<file path="config.mk">
export PLATFORM = sky130hd
export DESIGN_NAME = sbrg_top
export DESIGN_NICKNAME = d
export VERILOG_FILES = /design/src/sbrg_top.v /design/src/sbrg_prescaler.v /design/src/sbrg_timer.v
export VERILOG_INCLUDE_DIRS = /design/src
export SDC_FILE = /design/constraint.sdc
export NUM_CORES = 1
export LEC_CHECK = 0
export BUFFER_PORTS_ARGS = -buffer_cell sky130_fd_sc_hd__clkbuf_2
export CAP_MARGIN = 10
export CORE_AREA = 2 2 85 87
export CTS_BUF_LIST = sky130_fd_sc_hd__clkbuf_8 sky130_fd_sc_hd__clkbuf_16
export DETAILED_ROUTE_END_ITERATION = 16
export DIE_AREA = 0 0 87 89
export PLACE_DENSITY_LB_ADDON = 0.08
export SYNTH_ARGS = -nofsm -noshare
export SYNTH_HDL_FRONTEND = slang
export SYNTH_SLANG_ARGS = --single-unit
</file>
<file path="constraint.sdc">
create_clock -name ref_clk -period 1.8 [get_ports ref_clk]
set_clock_uncertainty 0.15 [all_clocks]
set_input_delay 0.09 -clock ref_clk [delete_from_list [all_inputs] [get_ports ref_clk]]
set_output_delay 0.09 -clock ref_clk [all_outputs]
set_load 0.05 [all_outputs]
</file>
<file path="src/sbrg_map.vh">
`ifndef SBRG_MAP_VH
`define SBRG_MAP_VH

// register word offsets (compared with wb_adr_i[5:2])
`define SBRG_OFF_DIVISOR   4'h0
`define SBRG_OFF_TXCTRL    4'h1
`define SBRG_OFF_RXCTRL    4'h2
`define SBRG_OFF_RXDATA    4'h3
`define SBRG_OFF_IRQ_STAT  4'h4
`define SBRG_OFF_IRQ_MASK  4'h5

// transmit_status_control fields
`define SBRG_TX_SYNC_BIT   4
`define SBRG_TX_HS_BIT     2
`define SBRG_TX_IDLE_BIT   1
`define SBRG_TXCTRL_RST    8'h02

// receive_status_control fields
`define SBRG_RX_PORTEN_BIT 7
`define SBRG_RX_CONTINUOUS_RECEIVE_ENABLE_BIT   4
`define SBRG_RX_ADDRESS_DETECT_ENABLE_BIT  3
`define SBRG_RX_FRAMING_ERROR_FLAG_BIT   2
`define SBRG_RX_OVERRUN_ERROR_FLAG_BIT   1
`define SBRG_RX_NINTH_BIT  0
`define SBRG_RXCTRL_RST    8'h00

`define SBRG_DIVISOR_RST   8'h00

// prescale divide factors minus one
`define SBRG_PRE_ASYNC_LO  6'h3F
`define SBRG_PRE_ASYNC_HI  6'h0F
`define SBRG_PRE_SYNC      6'h03

// interrupt status bits
`define SBRG_IRQ_TICK_BIT  0
`define SBRG_IRQ_FRAMING_ERROR_FLAG_BIT  1
`define SBRG_IRQ_OVERRUN_ERROR_FLAG_BIT  2
`define SBRG_IRQ_W         3

`endif

</file>
<file path="src/sbrg_top.v">
`timescale 1ns/1ps
`include "sbrg_map.vh"

module sbrg_top
(
   input  wire        ref_clk,
   input  wire        rst,
   input  wire        wb_cyc_i,
   input  wire        wb_stb_i,
   input  wire        wb_we_i,
   input  wire [5:2]  wb_adr_i,
   input  wire [3:0]  wb_sel_i,
   input  wire [31:0] wb_dat_i,
   output reg  [31:0] wb_dat_o,
   output reg         wb_ack_o,
   input  wire        rx_byte_valid,
   input  wire [7:0]  rx_byte_data,
   input  wire        rx_byte_ninth,
   input  wire        rx_byte_stop_bad,
   input  wire        tx_idle,
   output reg         baud_tick_q,
   output reg         irq_q
);

   reg  [7:0]  baud_divisor_q;
   reg  [7:0]  txctrl_q;
   reg  [7:0]  rxctrl_q;
   reg  [7:0]  rxdata_q;
   reg         rx_full_q;
   reg  [2:0]  irq_stat_q;
   reg  [2:0]  irq_mask_q;
   reg  [5:0]  pre_last;
   wire        req;
   wire        wr;
   wire        rd;
   wire        wr_lane0;
   wire        div_write;
   wire        pre_strobe;
   wire [7:0]  timer_count;
   wire        timer_tick;
   wire        sync_mode;
   wire        high_speed_select;
   wire        rx_read;
   wire        overrun;
   wire [2:0]  irq_events;

   assign req       = wb_cyc_i & wb_stb_i & ~wb_ack_o;
   assign wr        = req & wb_we_i;
   assign rd        = req & ~wb_we_i;
   assign wr_lane0  = wr & wb_sel_i[0];
   assign div_write = wr_lane0 && (wb_adr_i == `SBRG_OFF_DIVISOR);
   assign rx_read   = rd && (wb_adr_i == `SBRG_OFF_RXDATA);

   assign sync_mode         = txctrl_q[`SBRG_TX_SYNC_BIT];
   assign high_speed_select = txctrl_q[`SBRG_TX_HS_BIT];

   always @*
   begin
      if (sync_mode)
         pre_last = `SBRG_PRE_SYNC;
      else if (high_speed_select)
         pre_last = `SBRG_PRE_ASYNC_HI;
      else
         pre_last = `SBRG_PRE_ASYNC_LO;
   end

   sbrg_prescaler u_pre
   (
      .ref_clk  (ref_clk),
      .rst      (rst),
      .restart  (div_write),
      .last     (pre_last),
      .strobe_q (pre_strobe)
   );

   sbrg_timer u_timer
   (
      .ref_clk (ref_clk),
      .rst     (rst),
      .restart (div_write),
      .step    (pre_strobe),
      .divisor (baud_divisor_q),
      .count_q (timer_count),
      .tick_q  (timer_tick)
   );

   always @(posedge ref_clk)
   begin
      if (rst)
         baud_tick_q <= 1'b0;
      else
         baud_tick_q <= timer_tick;
   end

   // overrun: new byte while buffer still unread
   assign overrun = rx_byte_valid & rx_full_q & ~rx_read;

   always @(posedge ref_clk)
   begin
      if (rst)
      begin
         baud_divisor_q <= `SBRG_DIVISOR_RST;
         txctrl_q       <= `SBRG_TXCTRL_RST;
         irq_mask_q     <= 3'h0;
      end
      else if (wr_lane0)
      begin
         case (wb_adr_i)
            `SBRG_OFF_DIVISOR:
               baud_divisor_q <= wb_dat_i[7:0];
            `SBRG_OFF_TXCTRL:
               txctrl_q <= wb_dat_i[7:0] & 8'hF4;
            `SBRG_OFF_IRQ_MASK:
               irq_mask_q <= wb_dat_i[2:0];
            default:
               irq_mask_q <= irq_mask_q;
         endcase
      end
   end

   // receive control: software bits and hardware flags
   always @(posedge ref_clk)
   begin
      if (rst)
      begin
         rxctrl_q  <= `SBRG_RXCTRL_RST;
         rxdata_q  <= 8'h00;
         rx_full_q <= 1'b0;
      end
      else
      begin
         if (wr_lane0 && wb_adr_i == `SBRG_OFF_RXCTRL)
         begin
            rxctrl_q[7:3] <= wb_dat_i[7:3];
            if (!wb_dat_i[`SBRG_RX_CONTINUOUS_RECEIVE_ENABLE_BIT])
               rxctrl_q[`SBRG_RX_OVERRUN_ERROR_FLAG_BIT] <= 1'b0;
         end
         if (rx_read)
            rx_full_q <= 1'b0;
         // receiver stalls while overrun stands
         if (rx_byte_valid && rxctrl_q[`SBRG_RX_CONTINUOUS_RECEIVE_ENABLE_BIT]
             && !rxctrl_q[`SBRG_RX_OVERRUN_ERROR_FLAG_BIT])
         begin
            if (overrun)
               rxctrl_q[`SBRG_RX_OVERRUN_ERROR_FLAG_BIT] <= 1'b1;
            else
            begin
               rxdata_q  <= rx_byte_data;
               rx_full_q <= 1'b1;
               rxctrl_q[`SBRG_RX_NINTH_BIT] <= rx_byte_ninth;
               rxctrl_q[`SBRG_RX_FRAMING_ERROR_FLAG_BIT]  <= rx_byte_stop_bad;
            end
         end
      end
   end

   assign irq_events = {overrun & rxctrl_q[`SBRG_RX_CONTINUOUS_RECEIVE_ENABLE_BIT],
                        rx_byte_valid & rx_byte_stop_bad & rxctrl_q[`SBRG_RX_CONTINUOUS_RECEIVE_ENABLE_BIT],
                        timer_tick};

   // set wins over write-one-to-clear
   always @(posedge ref_clk)
   begin
      if (rst)
         irq_stat_q <= 3'h0;
      else if (wr_lane0 && wb_adr_i == `SBRG_OFF_IRQ_STAT)
         irq_stat_q <= (irq_stat_q & ~wb_dat_i[2:0]) | irq_events;
      else
         irq_stat_q <= irq_stat_q | irq_events;
   end

   always @(posedge ref_clk)
   begin
      if (rst)
         irq_q <= 1'b0;
      else
         irq_q <= |(irq_stat_q & irq_mask_q);
   end

   // one-cycle ack; unmapped reads return zero
   always @(posedge ref_clk)
   begin
      if (rst)
      begin
         wb_ack_o <= 1'b0;
         wb_dat_o <= 32'h0000_0000;
      end
      else
      begin
         wb_ack_o <= req;
         wb_dat_o <= 32'h0000_0000;
         if (rd)
         begin
            case (wb_adr_i)
               `SBRG_OFF_DIVISOR:
                  wb_dat_o <= {24'h000000, baud_divisor_q};
               `SBRG_OFF_TXCTRL:
                  wb_dat_o <= {24'h000000, txctrl_q[7:2], tx_idle, 1'b0};
               `SBRG_OFF_RXCTRL:
                  wb_dat_o <= {24'h000000, rxctrl_q};
               `SBRG_OFF_RXDATA:
                  wb_dat_o <= {24'h000000, rxdata_q};
               `SBRG_OFF_IRQ_STAT:
                  wb_dat_o <= {29'h00000000, irq_stat_q};
               `SBRG_OFF_IRQ_MASK:
                  wb_dat_o <= {29'h00000000, irq_mask_q};
               default:
                  wb_dat_o <= 32'h0000_0000;
            endcase
         end
      end
   end

endmodule

</file>
<file path="src/sbrg_prescaler.v">
`timescale 1ns/1ps
`include "sbrg_map.vh"

module sbrg_prescaler
(
   input  wire       ref_clk,
   input  wire       rst,
   input  wire       restart,
   input  wire [5:0] last,
   output reg        strobe_q
);

   reg  [5:0] cnt_q;

   always @(posedge ref_clk)
   begin
      if (rst || restart)
      begin
         cnt_q    <= 6'h00;
         strobe_q <= 1'b0;
      end
      else if (cnt_q >= last)
      begin
         cnt_q    <= 6'h00;
         strobe_q <= 1'b1;
      end
      else
      begin
         cnt_q    <= cnt_q + 6'h01;
         strobe_q <= 1'b0;
      end
   end

endmodule

</file>
<file path="src/sbrg_timer.v">
`timescale 1ns/1ps
`include "sbrg_map.vh"

module sbrg_timer
(
   input  wire       ref_clk,
   input  wire       rst,
   input  wire       restart,
   input  wire       step,
   input  wire [7:0] divisor,
   output reg  [7:0] count_q,
   output reg        tick_q
);

   always @(posedge ref_clk)
   begin
      if (rst || restart)
      begin
         count_q <= 8'h00;
         tick_q  <= 1'b0;
      end
      else if (step && count_q >= divisor)
      begin
         count_q <= 8'h00;
         tick_q  <= 1'b1;
      end
      else
      begin
         if (step)
            count_q <= count_q + 8'h01;
         tick_q  <= 1'b0;
      end
   end

endmodule

</file>
# Yosys cells after proc, flatten, opt, wreduce, memory -nomap -nowiden
# Index checks and enable logic that the tools add are counted.
# classes
n_addsub,2
n_lt_le_gt_ge,2
eq_ne,5
mux,14
n_bitwise,20
reduce_logical,18
# ops
operator,n
8-bit one-hot mux with 6 select lines,1
6-bit two-way mux,2
1-bit AND,10
1-bit two-way mux,9
"8-bit by 1-bit adder with 8-bit output, second input constant",1
"4-bit by 2-bit == test with 1-bit output, second input constant",2
"4-bit by 3-bit == test with 1-bit output, second input constant",2
8-bit greater-or-equal comparator,1
2-bit AND reduction,4
1-bit logical AND,7
"6-bit by 1-bit adder with 6-bit output, second input constant",1
3-bit AND,2
6-bit greater-or-equal comparator,1
3-bit bitwise OR,2
2-bit OR reduction,3
1-bit inverter,5
"4-bit by 1-bit == test with 1-bit output, second input constant",1
4-bit zero test,1
3-bit two-way mux,1
3-bit inverter,1
3-bit OR reduction,1
2-bit two-way mux,1
1-bit zero test,1
1-bit logical OR,1
# word_totals
reg_bits,88
inputBits,57
wordCells,78

# Depth between registers and ports, before layout
# depth
ltp_word,9
ltp_mapped,7
ltp_nobuf,6

# Cells and area by module
# Synthesis repeated with hierarchy kept, for this count alone.
# hier_totals
hier_cells,411
area_unflattened_um2,3703.6
# by_module_without_submodules
module,instances,cells_each,area_each_um2,seq_area_each_um2
sbrg_top,1,301,2628.8,940.9
sbrg_timer,1,64,669.4,180.2
sbrg_prescaler,1,46,405.4,140.1

# Least setup slack after synthesis
# Ideal clock, no wire load.
# synth_timing
kind,register to register
start,register baud_divisor_q[6]
end,register u_timer.count_q[6]
arrival_ns,1.649
slack_ns,-0.091
stages_incl_launch_ff,8
period_less_slack_ns,1.891
path_cell_list,dfxtp_1 inv_1 ha_1 and3_1 a221o_1 a22o_1 buf_6 nor4_1
# synth_between
elab_chain_len,3
# synth_rtl
item,line_no,text
from (decl),sbrg_top.v:25,reg [7:0] baud_divisor_q;
from (signal assigned),sbrg_top.v:102,baud_divisor_q <= `SBRG_DIVISOR_RST;
from (signal assigned),sbrg_top.v:110,baud_divisor_q <= wb_dat_i[7:0];
8-bit greater-or-equal comparator,sbrg_timer.v:22,else if (step && count_q >= divisor)
1-bit logical AND,sbrg_timer.v:22,
2-bit OR reduction (no line),--,
to (signal assigned),sbrg_timer.v:30,count_q <= count_q + 8'h01;
to (decl),sbrg_timer.v:11,"output reg [7:0] count_q,"
# Every way passes these cells.
# A chain may end at the register's enable or synchronous reset.

# Worst setup path after layout
# layout_timing
start,register baud_divisor_q[7]
end,register u_timer.count_q[7]
# The elaborated chain is that of the path after synthesis.

==> reports/results.txt <==
The run finished with clean final reports. In this run the count of I/O pins placed on the die edge is 92. The synthesized netlist devotes 5.56% of its cell area to adder and majority cells. In this run the power spent charging and discharging nets is 750 uW.

The count of endpoints failing setup in the final report was 0; the fraction of registers with async set or reset after synthesis was 0%. The pre-antenna-repair detailed-routing pass consisted of 4 iterations. The worst setup path is launched from a flop.

The critical path class was flop to flop. The clock net in this run drives a total of 63 sinks. The proportion of power drawn by the clock network is 40.0%, and the minimum clock period after layout is 1.80 ns.

The tools report the count of fill cells added during filler insertion as 611. Tracing the worst setup path back leads to its startpoint at baud_divisor_q[7]$_SDFFE_PP0P_. The post-synthesis area per instance was 9.25 sq um. Summed over all nets, the half-perimeter wirelength after detailed placement is 5.01 mm. Along the worst path, the maximum fanout reaches 5. Yosys printed 0 warnings. Via count of the first global-routing pass: 2446. The number of cells produced by synthesis came out at 341.

Setup slack on the critical path of the routed design comes to 0.00237 ns. After layout, the worst path uses 99.9% of the clock period. Most area-hungry cell type in the Yosys netlist: sky130_fd_sc_hd__dfxtp_1. The synthesized netlist devotes 11.7% of its cell area to compound gates. Per report_power, the sequential group accounts for 49.1% of the total.

Counting flops with a built-in enable in the synthesized netlist gives 0. The post-synthesis simple-gate area fraction works out to 18.8%. The layout-stage area growth over the synthesis result was 28.5%. sky130_fd_sc_hd__dfxtp_1 is the most common cell in the netlist. Sequential cells were found to cover 40.0% of the synthesized design area. The worst hold path begins at wb_sel_i[0]. For the global router's overall resource usage, the log shows 20.2%. The longest clock path from root to sink contains 2 buffers. The final wirelength came out at 7.41 mm. The total leakage power is 0.00163 uW, and the detailed router's first-iteration violation count is 92. After clock tree synthesis, the clock-pin slew on the worst setup and hold paths is 0.07 ns. For the sum of overflow across all layers after global routing, the log shows 0. The max-slew violation count is 0, and the data required time at the worst endpoint is 1.89 ns. Post-detailed-route DRC marker count: 0. Registers take 0.00127 sq mm. For the final net count, the log shows 497. The tightest hold path in the finished design has a slack of 0.130 ns.

The count of cell types in the netlist was 50; the count of standard-cell rows was 30. Minimum setup slack after placement: -0.199 ns. The core region is 0.00672 sq mm. The number of hold violations in the final report came out at 0. The chip height is 89 um, and the cell area after synthesis is 0.00315 sq mm. STA classifies the critical path endpoint as a flop. The initial antenna violation count was 0. The tools report the startpoint of the worst-slack reg-to-reg timing path as baud_divisor_q[7]$_SDFFE_PP0P_.

For the count of nets left with antenna violations after detail routing, the log shows 0. The count of input and output buffers is 40, and the global placement routability congestion is 0.798. Walking the worst path, the cells encountered are inv_2, ha_4, and3_4, a221o_1, a22o_4, nor4_4. The logs give 2120 uW for the cell internal power dissipation and 0.33 ns for the clock latency at the later pin of the worst-skew pair.

The repair_antennas step left the layout with diodes totalling 0. The main combinational cell family by area after synthesis was simple AND/OR/NAND/NOR gates. The run gives 0 as the max-capacitance violation count. From left edge to right edge, the die measures 87 um. Entering global routing, the biggest net connects 40 pins.

The via density per instance works out to 5.20. The achievable frequency is 556 MHz, and the XOR/XNOR share of the synthesized area is 3.06%. The first global-routing pass estimated 12.1 mm of wire. The most used flip-flop cell after synthesis was sky130_fd_sc_hd__dfxtp_1. The worst endpoint data arrival time is 1.89 ns, and the post-route setup TNS is 0 ns. For this design the ratio of total power to cell area is 708 mW/mm^2. Once layout is done, the placed cells without fillers occupy 0.00405 sq mm.

CTS built an H-tree with a depth of 3. The synthesized flop and latch total was 63; the area share of the largest cell type after synthesis was 40.0%. Ranked by instance count, the synthesized netlist is headed by 63 x sky130_fd_sc_hd__dfxtp_1, 31 x sky130_fd_sc_hd__nor2_1, 28 x sky130_fd_sc_hd__nand2_1, 26 x sky130_fd_sc_hd__buf_4, 24 x sky130_fd_sc_hd__a21oi_1. For this run, the slowest stage of the critical path takes 0.37 ns. Clock tree synthesis inserted a total of 9 buffers. Sorting the synthesized cells by area gives the leading types as sky130_fd_sc_hd__dfxtp_1 40%, sky130_fd_sc_hd__buf_4 6.2%, sky130_fd_sc_hd__ha_1 5.6%. The final routed wire length divided by cell count came out at 14.5 um. Setup repair after global routing could not meet its margin everywhere. For this configuration, the core starts out at a cell density of 46.9%. The tree is rooted in a sky130_fd_sc_hd__clkbuf_8. TritonCTS built the clock tree.

The total via count in the routed design was 2652; the mux contribution to synthesized area was 10.0%. Once layout is complete, the utilization of the core stands at 60.3%. The class of the worst hold path is primary input to flop. The largest individual stage delay along the critical path comes from the cell sky130_fd_sc_hd__a221o_1.

The footprint of the multi-input gates was 0.00179 sq mm; the highest ir drop seen on vdd was 0.365 mV. In this run, the combinational gates consume 10.9% of the power. For the placed cell area, the log shows 0.00344 sq mm.

The switching power share of the total was 26.2%. The share of layout cells above drive strength 1 is 27.2%. The floorplan step defined a die boundary enclosing 0.00774 sq mm.
-- registers in the layout, summed over array words and instances, names as in the netlist --
signal and cells:
baud_divisor_q 8, baud_tick_q 1, irq_mask_q 3, irq_q 1
irq_stat_q 3, rx_full_q 1, rxctrl_q 8, rxdata_q 8
txctrl_q 5, u_pre.cnt_q 6, u_pre.strobe_q 1, u_timer.count_q 8
u_timer.tick_q 1, wb_ack_o 1, wb_dat_o 8
-- final timing paths --
kind,to,slack (ns),cells after the start
worst max register to register,u_timer.count_q[7]$_SDFFE_PP0P_,0.002,6
worst min register to register,wb_ack_o$_SDFF_PP0_,0.28,1
worst min-delay path,irq_mask_q[0]$_SDFFE_PP0P_,0.13,5
worst max-delay path,u_timer.count_q[7]$_SDFFE_PP0P_,0.002,6
-- critical path, delay by kind of cell, from the launching register on --
family                   cells  cell delay [ns]
AO/OA/AOI/OAI                2             0.66
adder cells (fa/ha/maj)      1             0.20
flip-flops                   1             0.34
AND/OR/NAND/NOR              2             0.31
buffers and inverters        1             0.04
-- routing by layer --
layer  vias up  GRT usage (%)  part of all wire [%]
li1       1321              -                     -
met1      1250           26.1                    45
met2        70           33.4                    49
met3        11           3.42                   3.8
met4         0           8.81                   1.9
met5         -              0                     0
-- per-stage QoR --
stage                     instances  power (uW)
after floorplan                 364        1670
after global placement          466        1700
after detailed placement        466        1700
after CTS                       507        2900
after global routing            510        3000
final                           510        2870
-- area by class of cell --
cell class | instances | share of cell area [%]
Clock buffer | 9 | 3.06
Sequential cell | 63 | 31.3
Inverter | 14 | 1.30
Clock inverter | 6 | 1.36
Timing Repair Buffer | 90 | 16.4
Tap cell | 80 | 2.47
Multi-Input combinational cell | 248 | 44.1
-- power groups by stage --
stage	clock, uW	sequential [uW]	combinational (uW)
final	1150	1410	313
after global routing	1250	1410	334
after CTS	1190	1410	306
after detailed placement	0	1440	261
after global placement	0	1440	261
after floorplan	0	1440	229
-- logic make-up after synthesis --
logic type / count (synthesis)
and+or+nand+nor: 113
DFF: 63
AOI/OAI and AO/OA: 59
buffers and inverters: 55
muxes: 25
adders and majority gates: 14
xor gates and xnor gates: 11
other: 1
-- cells in the final DEF, fill, tap and decap left out, types with 2 or more instances in the layout --
| cell type | count |
|---|---|
| sky130_fd_sc_hd__a21o_1 | 2 |
| sky130_fd_sc_hd__a21oi_1 | 24 |
| sky130_fd_sc_hd__a22o_4 | 2 |
| sky130_fd_sc_hd__a22oi_1 | 2 |
| sky130_fd_sc_hd__buf_4 | 23 |
| sky130_fd_sc_hd__buf_6 | 2 |
| sky130_fd_sc_hd__clkbuf_2 | 37 |
| sky130_fd_sc_hd__clkbuf_8 | 9 |
| sky130_fd_sc_hd__clkinv_2 | 2 |
| sky130_fd_sc_hd__conb_1 | 24 |
| sky130_fd_sc_hd__dfxtp_1 | 56 |
| sky130_fd_sc_hd__dfxtp_2 | 7 |
| sky130_fd_sc_hd__dlygate4sd3_1 | 24 |
| sky130_fd_sc_hd__ha_1 | 11 |
| sky130_fd_sc_hd__ha_4 | 3 |
| sky130_fd_sc_hd__inv_1 | 13 |
| sky130_fd_sc_hd__inv_2 | 3 |
| sky130_fd_sc_hd__mux2_2 | 3 |
| sky130_fd_sc_hd__mux2i_1 | 17 |
| sky130_fd_sc_hd__mux4_2 | 5 |
| sky130_fd_sc_hd__nand2_1 | 28 |
| sky130_fd_sc_hd__nand2b_1 | 2 |
| sky130_fd_sc_hd__nand3_1 | 18 |
| sky130_fd_sc_hd__nand4_1 | 3 |
| sky130_fd_sc_hd__nor2_1 | 30 |
| sky130_fd_sc_hd__nor2b_1 | 5 |
| sky130_fd_sc_hd__nor3_1 | 2 |
| sky130_fd_sc_hd__nor4_1 | 2 |
| sky130_fd_sc_hd__nor4_2 | 4 |
| sky130_fd_sc_hd__nor4_4 | 3 |
| sky130_fd_sc_hd__o21ai_0 | 15 |
| sky130_fd_sc_hd__o21ai_1 | 4 |
| sky130_fd_sc_hd__o41a_1 | 2 |
| sky130_fd_sc_hd__xnor2_1 | 6 |
| sky130_fd_sc_hd__xor2_1 | 5 |
-- timing repair --
item	4_1_cts	5_1_grt
hold buffers	25	0
setup endpoints to repair	9	33
pin swaps	13	9
resized for setup	22	14
cloned	1	1
hold endpoints to repair	39	0
buffers inserted	0	3
(Power assumes the default switching activity.)
